--- config.mk ---
export PLATFORM = sky130hd
export DESIGN_NAME = lcdc_core
export DESIGN_NICKNAME = d
export VERILOG_FILES = /design/src/lcdc_core.v /design/src/lcdc_pwm_channel.v
export VERILOG_INCLUDE_DIRS = /design/src
export SDC_FILE = /design/constraint.sdc
export NUM_CORES = 2
export LEC_CHECK = 0
export BUFFER_PORTS_ARGS = -buffer_cell sky130_fd_sc_hd__buf_2
export CORE_MARGIN = 2
export CORE_UTILIZATION = 30
export DETAILED_ROUTE_END_ITERATION = 7
export PLACE_DENSITY = 0.5
export RECOVER_POWER = 50
export SYNTH_ARGS = -nofsm -noshare
export SYNTH_HDL_FRONTEND = slang
export SYNTH_HIERARCHICAL = 1
export SYNTH_SLANG_ARGS = --single-unit
--- constraint.sdc ---
create_clock -name clk_sys -period 5.9 [get_ports clk_sys]
set_input_delay 1.18 -clock clk_sys [delete_from_list [all_inputs] [get_ports clk_sys]]
set_output_delay 1.18 -clock clk_sys [all_outputs]
set_load 0.005 [all_outputs]
--- src/lcdc_defs.vh ---
// offsets, field positions, reset values and timing counts of the led channel dimming core
`ifndef LCDC_DEFS_VH
`define LCDC_DEFS_VH

// register byte offsets
`define LCDC_ADDR_CONFIG 8'h00
`define LCDC_ADDR_GLOBAL 8'h01
`define LCDC_ADDR_PHASE 8'h03
`define LCDC_ADDR_TRIM_FIRST 8'h14
`define LCDC_ADDR_TRIM_LAST 8'h25
`define LCDC_ADDR_DUTY_FIRST 8'h26
`define LCDC_ADDR_DUTY_LAST 8'h40

// configuration field positions
`define LCDC_CFG_RANGE_BIT 0
`define LCDC_CFG_MODE_LO 1
`define LCDC_CFG_MODE_HI 2
`define LCDC_CFG_FSEL_LO 3
`define LCDC_CFG_FSEL_HI 4
`define LCDC_CFG_USED_MASK 8'h1f
`define LCDC_PHASE_EN_BIT 0

// pwm modes
`define LCDC_MODE_12B 2'h0
`define LCDC_MODE_75B 2'h1
`define LCDC_MODE_8B 2'h2

// reset values
`define LCDC_RST_CONFIG 8'h00
`define LCDC_RST_GLOBAL 6'h00
`define LCDC_RST_PHASE 1'h1
`define LCDC_RST_TRIM 7'h00
`define LCDC_RST_DUTY 8'h00

// full scale gains
`define LCDC_GAIN_RANGE0 9'h1f4
`define LCDC_GAIN_RANGE1 9'h0a5

// counts
`define LCDC_NUM_CH 18
`define LCDC_NUM_DUTY_BYTES 27
`define LCDC_MASK_12B 12'hfff
`define LCDC_MASK_8B 12'h0ff
`define LCDC_MASK_75B 12'h07f

// timing: clock rate and pwm cycle rates in hertz, clocks per step
`define LCDC_CLK_HZ 200000000
`define LCDC_PWM12_HZ 244
`define LCDC_PWM8_HZ 24000
`define LCDC_PWM75_HZ 24000
`define LCDC_DIV_12B (`LCDC_CLK_HZ / (`LCDC_PWM12_HZ * 4096))
`define LCDC_DIV_8B (`LCDC_CLK_HZ / (`LCDC_PWM8_HZ * 256))
`define LCDC_DIV_75B (`LCDC_CLK_HZ / (`LCDC_PWM75_HZ * 128))

`endif

--- src/lcdc_core.v ---
// led channel dimming core: registers, undervoltage lockout, pwm timebase and 18 channels
// Function
// - main supply below lockout stops the device; recovery resumes it automatically.
// - regulated logic supply below lockout also disables; recovery resumes.
// - entering either lockout returns every register to its default value.
// - range bit selects full-scale gain 500 when 0, 165 when 1.
// - 6-bit global code scales every channel's current in 64 steps.
// - one 7-bit trim register per channel at 14h to 25h.
// - channel current is full scale times global/64 times trim/128.
// - each channel has its own 12-bit pwm generator switching its sink.
// - duty values live in a register bank from 26h to 40h.
// - pwm frequency selectable by configuration; fastest about 24 kHz.
// - 12-bit and 7+5-bit modes give duty equal to value/4096.
// - 8-bit mode uses duty bits 11..4 only, duty equals byte/256.
// - phase delay starts six groups of three channels in turn.
`timescale 1ns/100ps
`include "lcdc_defs.vh"

// register map of the block
// 00: bit0 current range, bits2:1 pwm mode, bits4:3 rate select
// 01: bits5:0 global current code
// 03: bit0 phase delay enable, on after reset
// 14..25: bits6:0 current trim of channels 1 to 18
// 26..40: duty bytes, three bytes carry the 12-bit duties of two channels
// unmapped addresses read zero; lockout returns every register to its default

module lcdc_core (
	input wire clk_sys,
	input wire rst,
	input wire vin_ok_pin,
	input wire vdd_ok_pin,
	input wire reg_wr_en,
	input wire reg_rd_en,
	input wire [7:0] reg_addr,
	input wire [7:0] reg_wr_data,
	output reg [7:0] reg_rd_data_q,
	output reg reg_rd_valid_q,
	output wire [17:0] led_output,
	output wire [233:0] channel_current_code,
	output reg [8:0] full_scale_gain_q,
	output reg current_range_select_q,
	output reg lockout_active_q
);

// divider counts are reckoned at full width, then cut to the counter width on purpose
localparam [31:0] DIV_12B_FULL = `LCDC_DIV_12B;
localparam [31:0] DIV_8B_FULL = `LCDC_DIV_8B;
localparam [31:0] DIV_75B_FULL = `LCDC_DIV_75B;
localparam [11:0] DIV_12B = DIV_12B_FULL[11:0];
localparam [11:0] DIV_8B = DIV_8B_FULL[11:0];
localparam [11:0] DIV_75B = DIV_75B_FULL[11:0];
// only the five used configuration bits are stored
localparam [7:0] CFG_RST_FULL = `LCDC_RST_CONFIG & `LCDC_CFG_USED_MASK;

////////////////////////////////////////////////////////////////////////////////
// supply good synchronisers

reg vin_meta_q;
reg vin_sync_q;
reg vdd_meta_q;
reg vdd_sync_q;
wire lockout;

// pins are asynchronous, two flops before any logic
always @(posedge clk_sys) begin
	if (rst) begin
		vin_meta_q <= 1'b0;
		vin_sync_q <= 1'b0;
		vdd_meta_q <= 1'b0;
		vdd_sync_q <= 1'b0;
	end else begin
		vin_meta_q <= vin_ok_pin;
		vin_sync_q <= vin_meta_q;
		vdd_meta_q <= vdd_ok_pin;
		vdd_sync_q <= vdd_meta_q;
	end
end

assign lockout = !vin_sync_q || !vdd_sync_q;

////////////////////////////////////////////////////////////////////////////////
// register file

reg [4:0] config_q;
reg [5:0] global_code_q;
reg phase_en_q;
reg [6:0] trim_q [0:17];
reg [7:0] duty_mem [0:26];
integer k;

wire [1:0] pwm_mode = config_q[`LCDC_CFG_MODE_HI:`LCDC_CFG_MODE_LO];
wire [1:0] freq_sel = config_q[`LCDC_CFG_FSEL_HI:`LCDC_CFG_FSEL_LO];

// address window test, shared by the trim and duty decodes
function in_range;
	input [7:0] addr;
	input [7:0] lo;
	input [7:0] hi;
	begin
		in_range = (addr >= lo) && (addr <= hi);
	end
endfunction

wire in_trim = in_range(reg_addr, `LCDC_ADDR_TRIM_FIRST, `LCDC_ADDR_TRIM_LAST);
wire in_duty = in_range(reg_addr, `LCDC_ADDR_DUTY_FIRST, `LCDC_ADDR_DUTY_LAST);
wire [7:0] trim_idx = reg_addr - `LCDC_ADDR_TRIM_FIRST;
wire [7:0] duty_idx = reg_addr - `LCDC_ADDR_DUTY_FIRST;

// writes; lockout holds every register at its default and ignores the host
always @(posedge clk_sys) begin
	if (rst || lockout) begin
		config_q <= CFG_RST_FULL[4:0];
		global_code_q <= `LCDC_RST_GLOBAL;
		phase_en_q <= `LCDC_RST_PHASE;
		for (k = 0; k < `LCDC_NUM_CH; k = k + 1) begin
			trim_q[k] <= `LCDC_RST_TRIM;
		end
		for (k = 0; k < `LCDC_NUM_DUTY_BYTES; k = k + 1) begin
			duty_mem[k] <= `LCDC_RST_DUTY;
		end
	end else if (reg_wr_en) begin
		if (reg_addr == `LCDC_ADDR_CONFIG) begin
			config_q <= reg_wr_data[4:0];
		end
		if (reg_addr == `LCDC_ADDR_GLOBAL) begin
			global_code_q <= reg_wr_data[5:0];
		end
		if (reg_addr == `LCDC_ADDR_PHASE) begin
			phase_en_q <= reg_wr_data[`LCDC_PHASE_EN_BIT];
		end
		if (in_trim) begin
			trim_q[trim_idx[4:0]] <= reg_wr_data[6:0];
		end
		if (in_duty) begin
			duty_mem[duty_idx[4:0]] <= reg_wr_data;
		end
	end
end

reg [7:0] rd_d;

// read decode; unused bits and unmapped addresses read zero
always @* begin
	rd_d = 8'h00;
	if (reg_addr == `LCDC_ADDR_CONFIG) begin
		rd_d = {3'h0, config_q};
	end else if (reg_addr == `LCDC_ADDR_GLOBAL) begin
		rd_d = {2'h0, global_code_q};
	end else if (reg_addr == `LCDC_ADDR_PHASE) begin
		rd_d = {7'h00, phase_en_q};
	end else if (in_trim) begin
		rd_d = {1'b0, trim_q[trim_idx[4:0]]};
	end else if (in_duty) begin
		rd_d = duty_mem[duty_idx[4:0]];
	end
end

// read data answers one cycle after the strobe
always @(posedge clk_sys) begin
	if (rst) begin
		reg_rd_data_q <= 8'h00;
		reg_rd_valid_q <= 1'b0;
	end else begin
		reg_rd_valid_q <= reg_rd_en;
		if (reg_rd_en) begin
			reg_rd_data_q <= rd_d;
		end
	end
end

// gain selection and status flops
always @(posedge clk_sys) begin
	if (rst) begin
		full_scale_gain_q <= `LCDC_GAIN_RANGE0;
		current_range_select_q <= 1'b0;
		lockout_active_q <= 1'b1;
	end else begin
		current_range_select_q <= config_q[`LCDC_CFG_RANGE_BIT];
		full_scale_gain_q <= config_q[`LCDC_CFG_RANGE_BIT] ? `LCDC_GAIN_RANGE1 : `LCDC_GAIN_RANGE0;
		lockout_active_q <= lockout;
	end
end

////////////////////////////////////////////////////////////////////////////////
// pwm timebase

// step divider of the selected mode, slowed by the frequency select
function [11:0] step_div;
	input [1:0] mode;
	input [1:0] fsel;
	reg [11:0] base;
	begin
		case (mode)
			`LCDC_MODE_8B: base = DIV_8B;
			`LCDC_MODE_75B: base = DIV_75B;
			default: base = DIV_12B;
		endcase
		step_div = base << fsel;
	end
endfunction

// last count of the period for the selected mode
function [11:0] period_mask;
	input [1:0] mode;
	begin
		case (mode)
			`LCDC_MODE_8B: period_mask = `LCDC_MASK_8B;
			`LCDC_MODE_75B: period_mask = `LCDC_MASK_75B;
			default: period_mask = `LCDC_MASK_12B;
		endcase
	end
endfunction

// start offset of a group in eighths of the period: 0,1,3,4,6,7
function [11:0] group_offset;
	input integer grp;
	input [1:0] mode;
	reg [11:0] eighths;
	begin
		case (grp)
			1: eighths = 12'h001;
			2: eighths = 12'h003;
			3: eighths = 12'h004;
			4: eighths = 12'h006;
			5: eighths = 12'h007;
			default: eighths = 12'h000;
		endcase
		case (mode)
			`LCDC_MODE_8B: group_offset = eighths << 5;
			`LCDC_MODE_75B: group_offset = eighths << 4;
			default: group_offset = eighths << 9;
		endcase
	end
endfunction

// timebase state; mode and rate changes take effect at the next step
reg [11:0] div_q;
reg [11:0] cnt_q;
reg [4:0] frame_q;
wire [11:0] mask = period_mask(pwm_mode);
wire step = (div_q == 12'h000);

// divider gives a one-cycle step enable; counter wraps at the period end
always @(posedge clk_sys) begin
	if (rst || lockout) begin
		div_q <= 12'h000;
		cnt_q <= 12'h000;
		frame_q <= 5'h00;
	end else begin
		if (step) begin
			div_q <= step_div(pwm_mode, freq_sel) - 12'h001;
			// a mode change can leave the count past the new end, so wrap on >=
			if (cnt_q >= mask) begin
				cnt_q <= 12'h000;
				frame_q <= frame_q + 5'h01;
			end else begin
				cnt_q <= cnt_q + 12'h001;
			end
		end else begin
			div_q <= div_q - 12'h001;
		end
	end
end

////////////////////////////////////////////////////////////////////////////////
// channels

wire [11:0] grp_pos [0:5];

genvar g;
genvar i;
generate
	for (g = 0; g < 6; g = g + 1) begin : gen_grp
		// position lags by the group's delay, so group g turns on that much after group 0
		assign grp_pos[g] = phase_en_q ?
			((cnt_q - group_offset(g, pwm_mode)) & mask) : cnt_q;
	end
	for (i = 0; i < `LCDC_NUM_CH; i = i + 1) begin : gen_ch
		// packed 12-bit duty of this channel
		wire [11:0] duty;
		if (i % 2 == 0) begin : gen_even
			assign duty = {duty_mem[3 * (i / 2)], duty_mem[3 * (i / 2) + 1][7:4]};
		end else begin : gen_odd
			assign duty = {duty_mem[3 * (i / 2) + 1][3:0], duty_mem[3 * (i / 2) + 2]};
		end
		// one generator per channel, fed by its group's position
		lcdc_pwm_channel i_lcdc_pwm_channel (
			.clk_sys(clk_sys),
			.rst(rst),
			.run(!lockout),
			.mode(pwm_mode),
			.pos(grp_pos[i / 3]),
			.frame(frame_q),
			.duty(duty),
			.global_code(global_code_q),
			.trim(trim_q[i]),
			.led_on_q(led_output[i]),
			.current_code_q(channel_current_code[13 * i + 12:13 * i])
		);
	end
endgenerate

endmodule // lcdc_core

--- src/lcdc_pwm_channel.v ---
// one pwm generator and current code of a single led channel
`timescale 1ns/100ps
`include "lcdc_defs.vh"

module lcdc_pwm_channel (
	input wire clk_sys,
	input wire rst,
	input wire run,
	input wire [1:0] mode,
	input wire [11:0] pos,
	input wire [4:0] frame,
	input wire [11:0] duty,
	input wire [5:0] global_code,
	input wire [6:0] trim,
	output reg led_on_q,
	output reg [12:0] current_code_q
);

reg led_on_d;
reg [7:0] thr;

// compare position against duty for the selected resolution
always @* begin
	thr = {1'b0, duty[11:5]};
	case (mode)
		`LCDC_MODE_8B: begin
			led_on_d = pos[7:0] < duty[11:4];
		end
		`LCDC_MODE_75B: begin
			// 5 low bits add one step in that many of 32 cycles
			thr = {1'b0, duty[11:5]} + {7'h00, (frame < duty[4:0])};
			led_on_d = {1'b0, pos[6:0]} < thr;
		end
		default: begin
			led_on_d = pos < duty;
		end
	endcase
end

// registered outputs, forced off while not running
always @(posedge clk_sys) begin
	if (rst || !run) begin
		led_on_q <= 1'b0;
		current_code_q <= 13'h0000;
	end else begin
		led_on_q <= led_on_d;
		current_code_q <= global_code * trim;
	end
end

endmodule // lcdc_pwm_channel

==> flow_metrics.tcl <==
set metrics [dict create \
    ctsHoldBuffers 0 \
    grt_start_max_net_pins 79 \
    worst_hold_path_type "reg -> reg" \
    cp_cell_sequence "clkbuf_1, clkbuf_1, nor2b_1, and3_1, o21ai_0, nand4_1" \
    crit_path_max_fanout 52 \
    grt_use_total_pct 19.5 \
    post_synthesis_mean_instance_area_um2 10.0 \
    filler_cell_count 23238 \
    finalHoldViolations 0 \
    placed_cells_incl_taps 10139 \
    pwr-share-seq_pct 46.8 \
    rsz0062_at_grt "no" \
    dp_hpwl_mm 171 \
    timing.critical_path.to "gen_ch[6].i_lcdc_pwm_channel/led_on_q" \
    drive_gt1_share_pct 7.28 \
    ys_async_sr_fraction_pct 0 \
    grt_overflow_total 0 \
    final-instance-count-excl-fill 10327 \
    area_growth_pct 12.4 \
    timing.critical_path.required_ps 6520 \
    pwr_per_cell_area_nw_per_um2 162 \
    clk-insertion-delay-late_ps 750 \
    rr_endpoint "gen_ch[3].i_lcdc_pwm_channel/current_code_q[11]" \
    yosys_register_bits 789 \
    power_report.internal_total_uw 9460 \
    cts_setup_buffers 0 \
    setup_cp_type "in -> reg" \
    final.min_clock_period_ps 5320 \
    tritoncts_clock_tree "built" \
    cp_data_arrival_time_ps 5940 \
    initial_antenna_violation_count 28 \
    floorplan.rows 175 \
    dieHeight_um 482 \
    violations "capacitance limit, slew limit" \
    buffer_ports.inserted 288 \
    worstRegToRegCells 13 \
    clock_tree.root_cell "sky130_fd_sc_hd__clkbuf_16" \
    final.period_utilization_pct 90.2 \
    synth-edff-count 480 \
    clock_sink_count 789 \
    synthFlopType "sky130_fd_sc_hd__edfxtp_1" \
    drt_pass1_iterations 6 \
    achievable-frequency_mhz 188 \
    fin_tns_setup_ps 0 \
    vias_in_the_first_global_route 52791 \
    critical-path-top-cell-by-count "sky130_fd_sc_hd__clkbuf_1" \
    regToRegSetupSlack_ps 1230 \
    cts-buffers-inserted 96 \
    cts_max_level 3 \
    relSlewSlack_pct -101 \
    worst_path_max_delay_cell "sky130_fd_sc_hd__clkbuf_1" \
    ys_types 93 \
    via_count 52455 \
    worst_r2r_start "global_code_q[0]" \
    io_pins 294 \
    gp_congestion 0.906 \
    max-vdd-ir-drop_mv 0.221 \
    final_wl_mm 228 \
    die_area_um2 232000 \
    worstSetupStartpoint "rst" \
    slew_at_the_pin_closest_to_its_max_slew_limit_ps 3020 \
    finish.net_count 8615 \
    max-cap-violations 21 \
    synthesis.area_um2 68500 \
    fin_worst_skew_ps 45.1 \
    die-width_um 482 \
    initialDrtViolationCount 3835 \
    core_um2 227000 \
    share_clk_of_total_power_pct 49.4 \
    buffer_depth_of_the_longest_clock_path 3 \
    post_drt_wl_per_cell_um 22.1 \
    route.detailed.drc 0 \
    clkSlewWorstSetupHoldPaths_ps 60 \
    slew_violations 523 \
    avgViaCountPerCell 5.08 \
    ant_nets 0 \
    share_comb_of_total_power_pct 3.8 \
    cellLeakagePower_uw 0.0346 \
    start_util_pct 30.2 \
    p_sw_uw 2990 \
    swShare_pct 24.0 \
    setup.worst_path.end_class "flop" \
    crit_path_start_kind "input pin" \
    ys_seq_area_share_pct 30.1 \
    synth-warning-count 6 \
    postCtsResizedCells 0 \
    worst_path_largest_cell_delay_ps 2170 \
    synthCells 6857 \
    run_status "complete, but fails checks" \
    grt_pass1_wl_mm 342 \
    setup-violations-final 0 \
]
==> cells in the mapped netlist (15+ instances only) <==
library cell	n	share of area [%]
sky130_fd_sc_hd__ha_1	983	18
sky130_fd_sc_hd__and2_1	890	8.1
sky130_fd_sc_hd__inv_1	839	4.6
sky130_fd_sc_hd__edfxtp_1	480	21
sky130_fd_sc_hd__nand2_1	387	2.1
sky130_fd_sc_hd__fa_1	382	11
sky130_fd_sc_hd__nor2_1	375	2.1
sky130_fd_sc_hd__dfxtp_1	309	9.0
sky130_fd_sc_hd__o21ai_0	282	2.1
sky130_fd_sc_hd__a21oi_1	205	1.5
sky130_fd_sc_hd__nand3_1	146	1.1
sky130_fd_sc_hd__xnor2_1	136	1.7
sky130_fd_sc_hd__mux4_2	120	3.9
sky130_fd_sc_hd__clkbuf_1	104	0.57
sky130_fd_sc_hd__nor2b_1	99	0.90
sky130_fd_sc_hd__xor2_1	94	1.2
sky130_fd_sc_hd__nor3_1	87	0.64
sky130_fd_sc_hd__and3_1	86	0.78
sky130_fd_sc_hd__a211oi_1	78	0.85
sky130_fd_sc_hd__a21o_1	75	0.82
sky130_fd_sc_hd__a31oi_1	75	0.68
sky130_fd_sc_hd__nand2b_1	73	0.67
sky130_fd_sc_hd__nand4_1	57	0.52
sky130_fd_sc_hd__o21bai_1	37	0.41
sky130_fd_sc_hd__o2111ai_1	36	0.46
sky130_fd_sc_hd__a211o_1	35	0.45
sky130_fd_sc_hd__mux2i_1	29	0.42
sky130_fd_sc_hd__o22ai_1	29	0.26
sky130_fd_sc_hd__o211ai_1	28	0.31
sky130_fd_sc_hd__or3_1	27	0.25
sky130_fd_sc_hd__nor3b_1	24	0.26
sky130_fd_sc_hd__o31ai_1	21	0.23
sky130_fd_sc_hd__buf_2	20	0.15
sky130_fd_sc_hd__o2bb2ai_1	18	0.23
sky130_fd_sc_hd__buf_4	17	0.19
sky130_fd_sc_hd__nand4b_1	15	0.19
sky130_fd_sc_hd__o211ai_2	15	0.27
==> final cells by class <==
class,count,area (µm²),share of cell area [%]
Clock buffer,127,2640,3.42
Sequential cell,789,20600,26.8
Antenna cell,7,17.5,0.0227
Multi-Input combinational cell,5081,44100,57.3
Timing Repair Buffer,419,2110,2.74
Clock inverter,54,579,0.752
Inverter,841,3160,4.10
Tap cell,3009,3760,4.89
==> registers in the layout (all words and copies together) (netlist names), 2 cells and up <==
signal,flops
duty_mem,256
gen_ch.i_lcdc_pwm_channel/current_code_q,234
trim_q,224
gen_ch.i_lcdc_pwm_channel/led_on_q,18
cnt_q,12
div_q,12
reg_rd_data_q,8
global_code_q,6
config_q,5
frame_q,5
full_scale_gain_q,2
==> per-stage QoR <==
stage | setup slack [ps] | hold slack [ps] | total power, µW | util [%] | cell area [µm²]
after floorplan | 929 | 414 | 6200 | - | 68600
after global placement | 1120 | 434 | 6410 | 32.7 | 74200
after detailed placement | 1130 | 437 | 6420 | 32.7 | 74200
after global routing | 499 | 466 | 12800 | 33.9 | 77000
final | 576 | 442 | 12500 | 33.9 | 77000
after CTS | 1220 | 451 | 12600 | 34.1 | 77400
==> worst max-delay path: cells and delay by family <==
kind                   cells  cell delay [ps]
AOI/OAI and AO/OA          1               80
buffers and inverters      2             2630
and+or+nand+nor            3             1940
==> cell usage in the layout (no fill, tap or decap), drive strengths merged, types with 146 or more instances in the layout <==
cell type / n
nand2: 388
nand3: 146
ha: 983
inv: 849
edfxtp: 480
dfxtp: 309
clkbuf: 360
buf: 186
nor2: 382
o21ai: 290
and2: 891
fa: 382
a21oi: 208
==> cell families after synthesis <==
logic type | Yosys count | synth area share (%)
simple gates | 2315 | 18.2
xor+xnor | 230 | 2.94
mux | 153 | 4.43
buf+inv | 990 | 5.63
fa+ha+maj | 1365 | 29.1
flops | 789 | 30.1
other cells | 2 | 0.0110
compound gates | 1013 | 9.63
==> power by group through the flow <==
| stage | logic (µW) | clock network, µW | registers (µW) |
|---|---|---|---|
| 6_report | 469 | 6150 | 5830 |
| 5_1_grt | 490 | 6520 | 5830 |
| 4_1_cts | 468 | 6300 | 5830 |
| 3_5_place_dp | 467 | 0 | 5950 |
| 3_3_place_gp | 464 | 0 | 5950 |
| 2_1_floorplan | 267 | 0 | 5940 |
==> routing by layer <==
layer	track usage, %	routed length [µm]	vias to the layer above	share of wire (%)
met4	6.88	7960	0	3.5
met2	32.5	107000	1468	47
met1	25.9	101000	26221	44
li1	-	-	24444	-
met3	2.33	11800	322	5.2
met5	0	0	-	0
==> worst min-delay path by stage <==
stage | startpoint | end | slack [ps] | cells past startpoint
after floorplan | vdd_meta_q | vdd_sync_q | 410 | 1
after global placement | vdd_meta_q | vdd_sync_q | 430 | 1
after detailed placement | vdd_meta_q | vdd_sync_q | 440 | 1
after CTS | vdd_meta_q | vdd_sync_q | 450 | 1
after global routing | vdd_meta_q | vdd_sync_q | 470 | 1
final | vdd_meta_q | vdd_sync_q | 440 | 1
No activity file was read; power rests on OpenSTA's default activity.
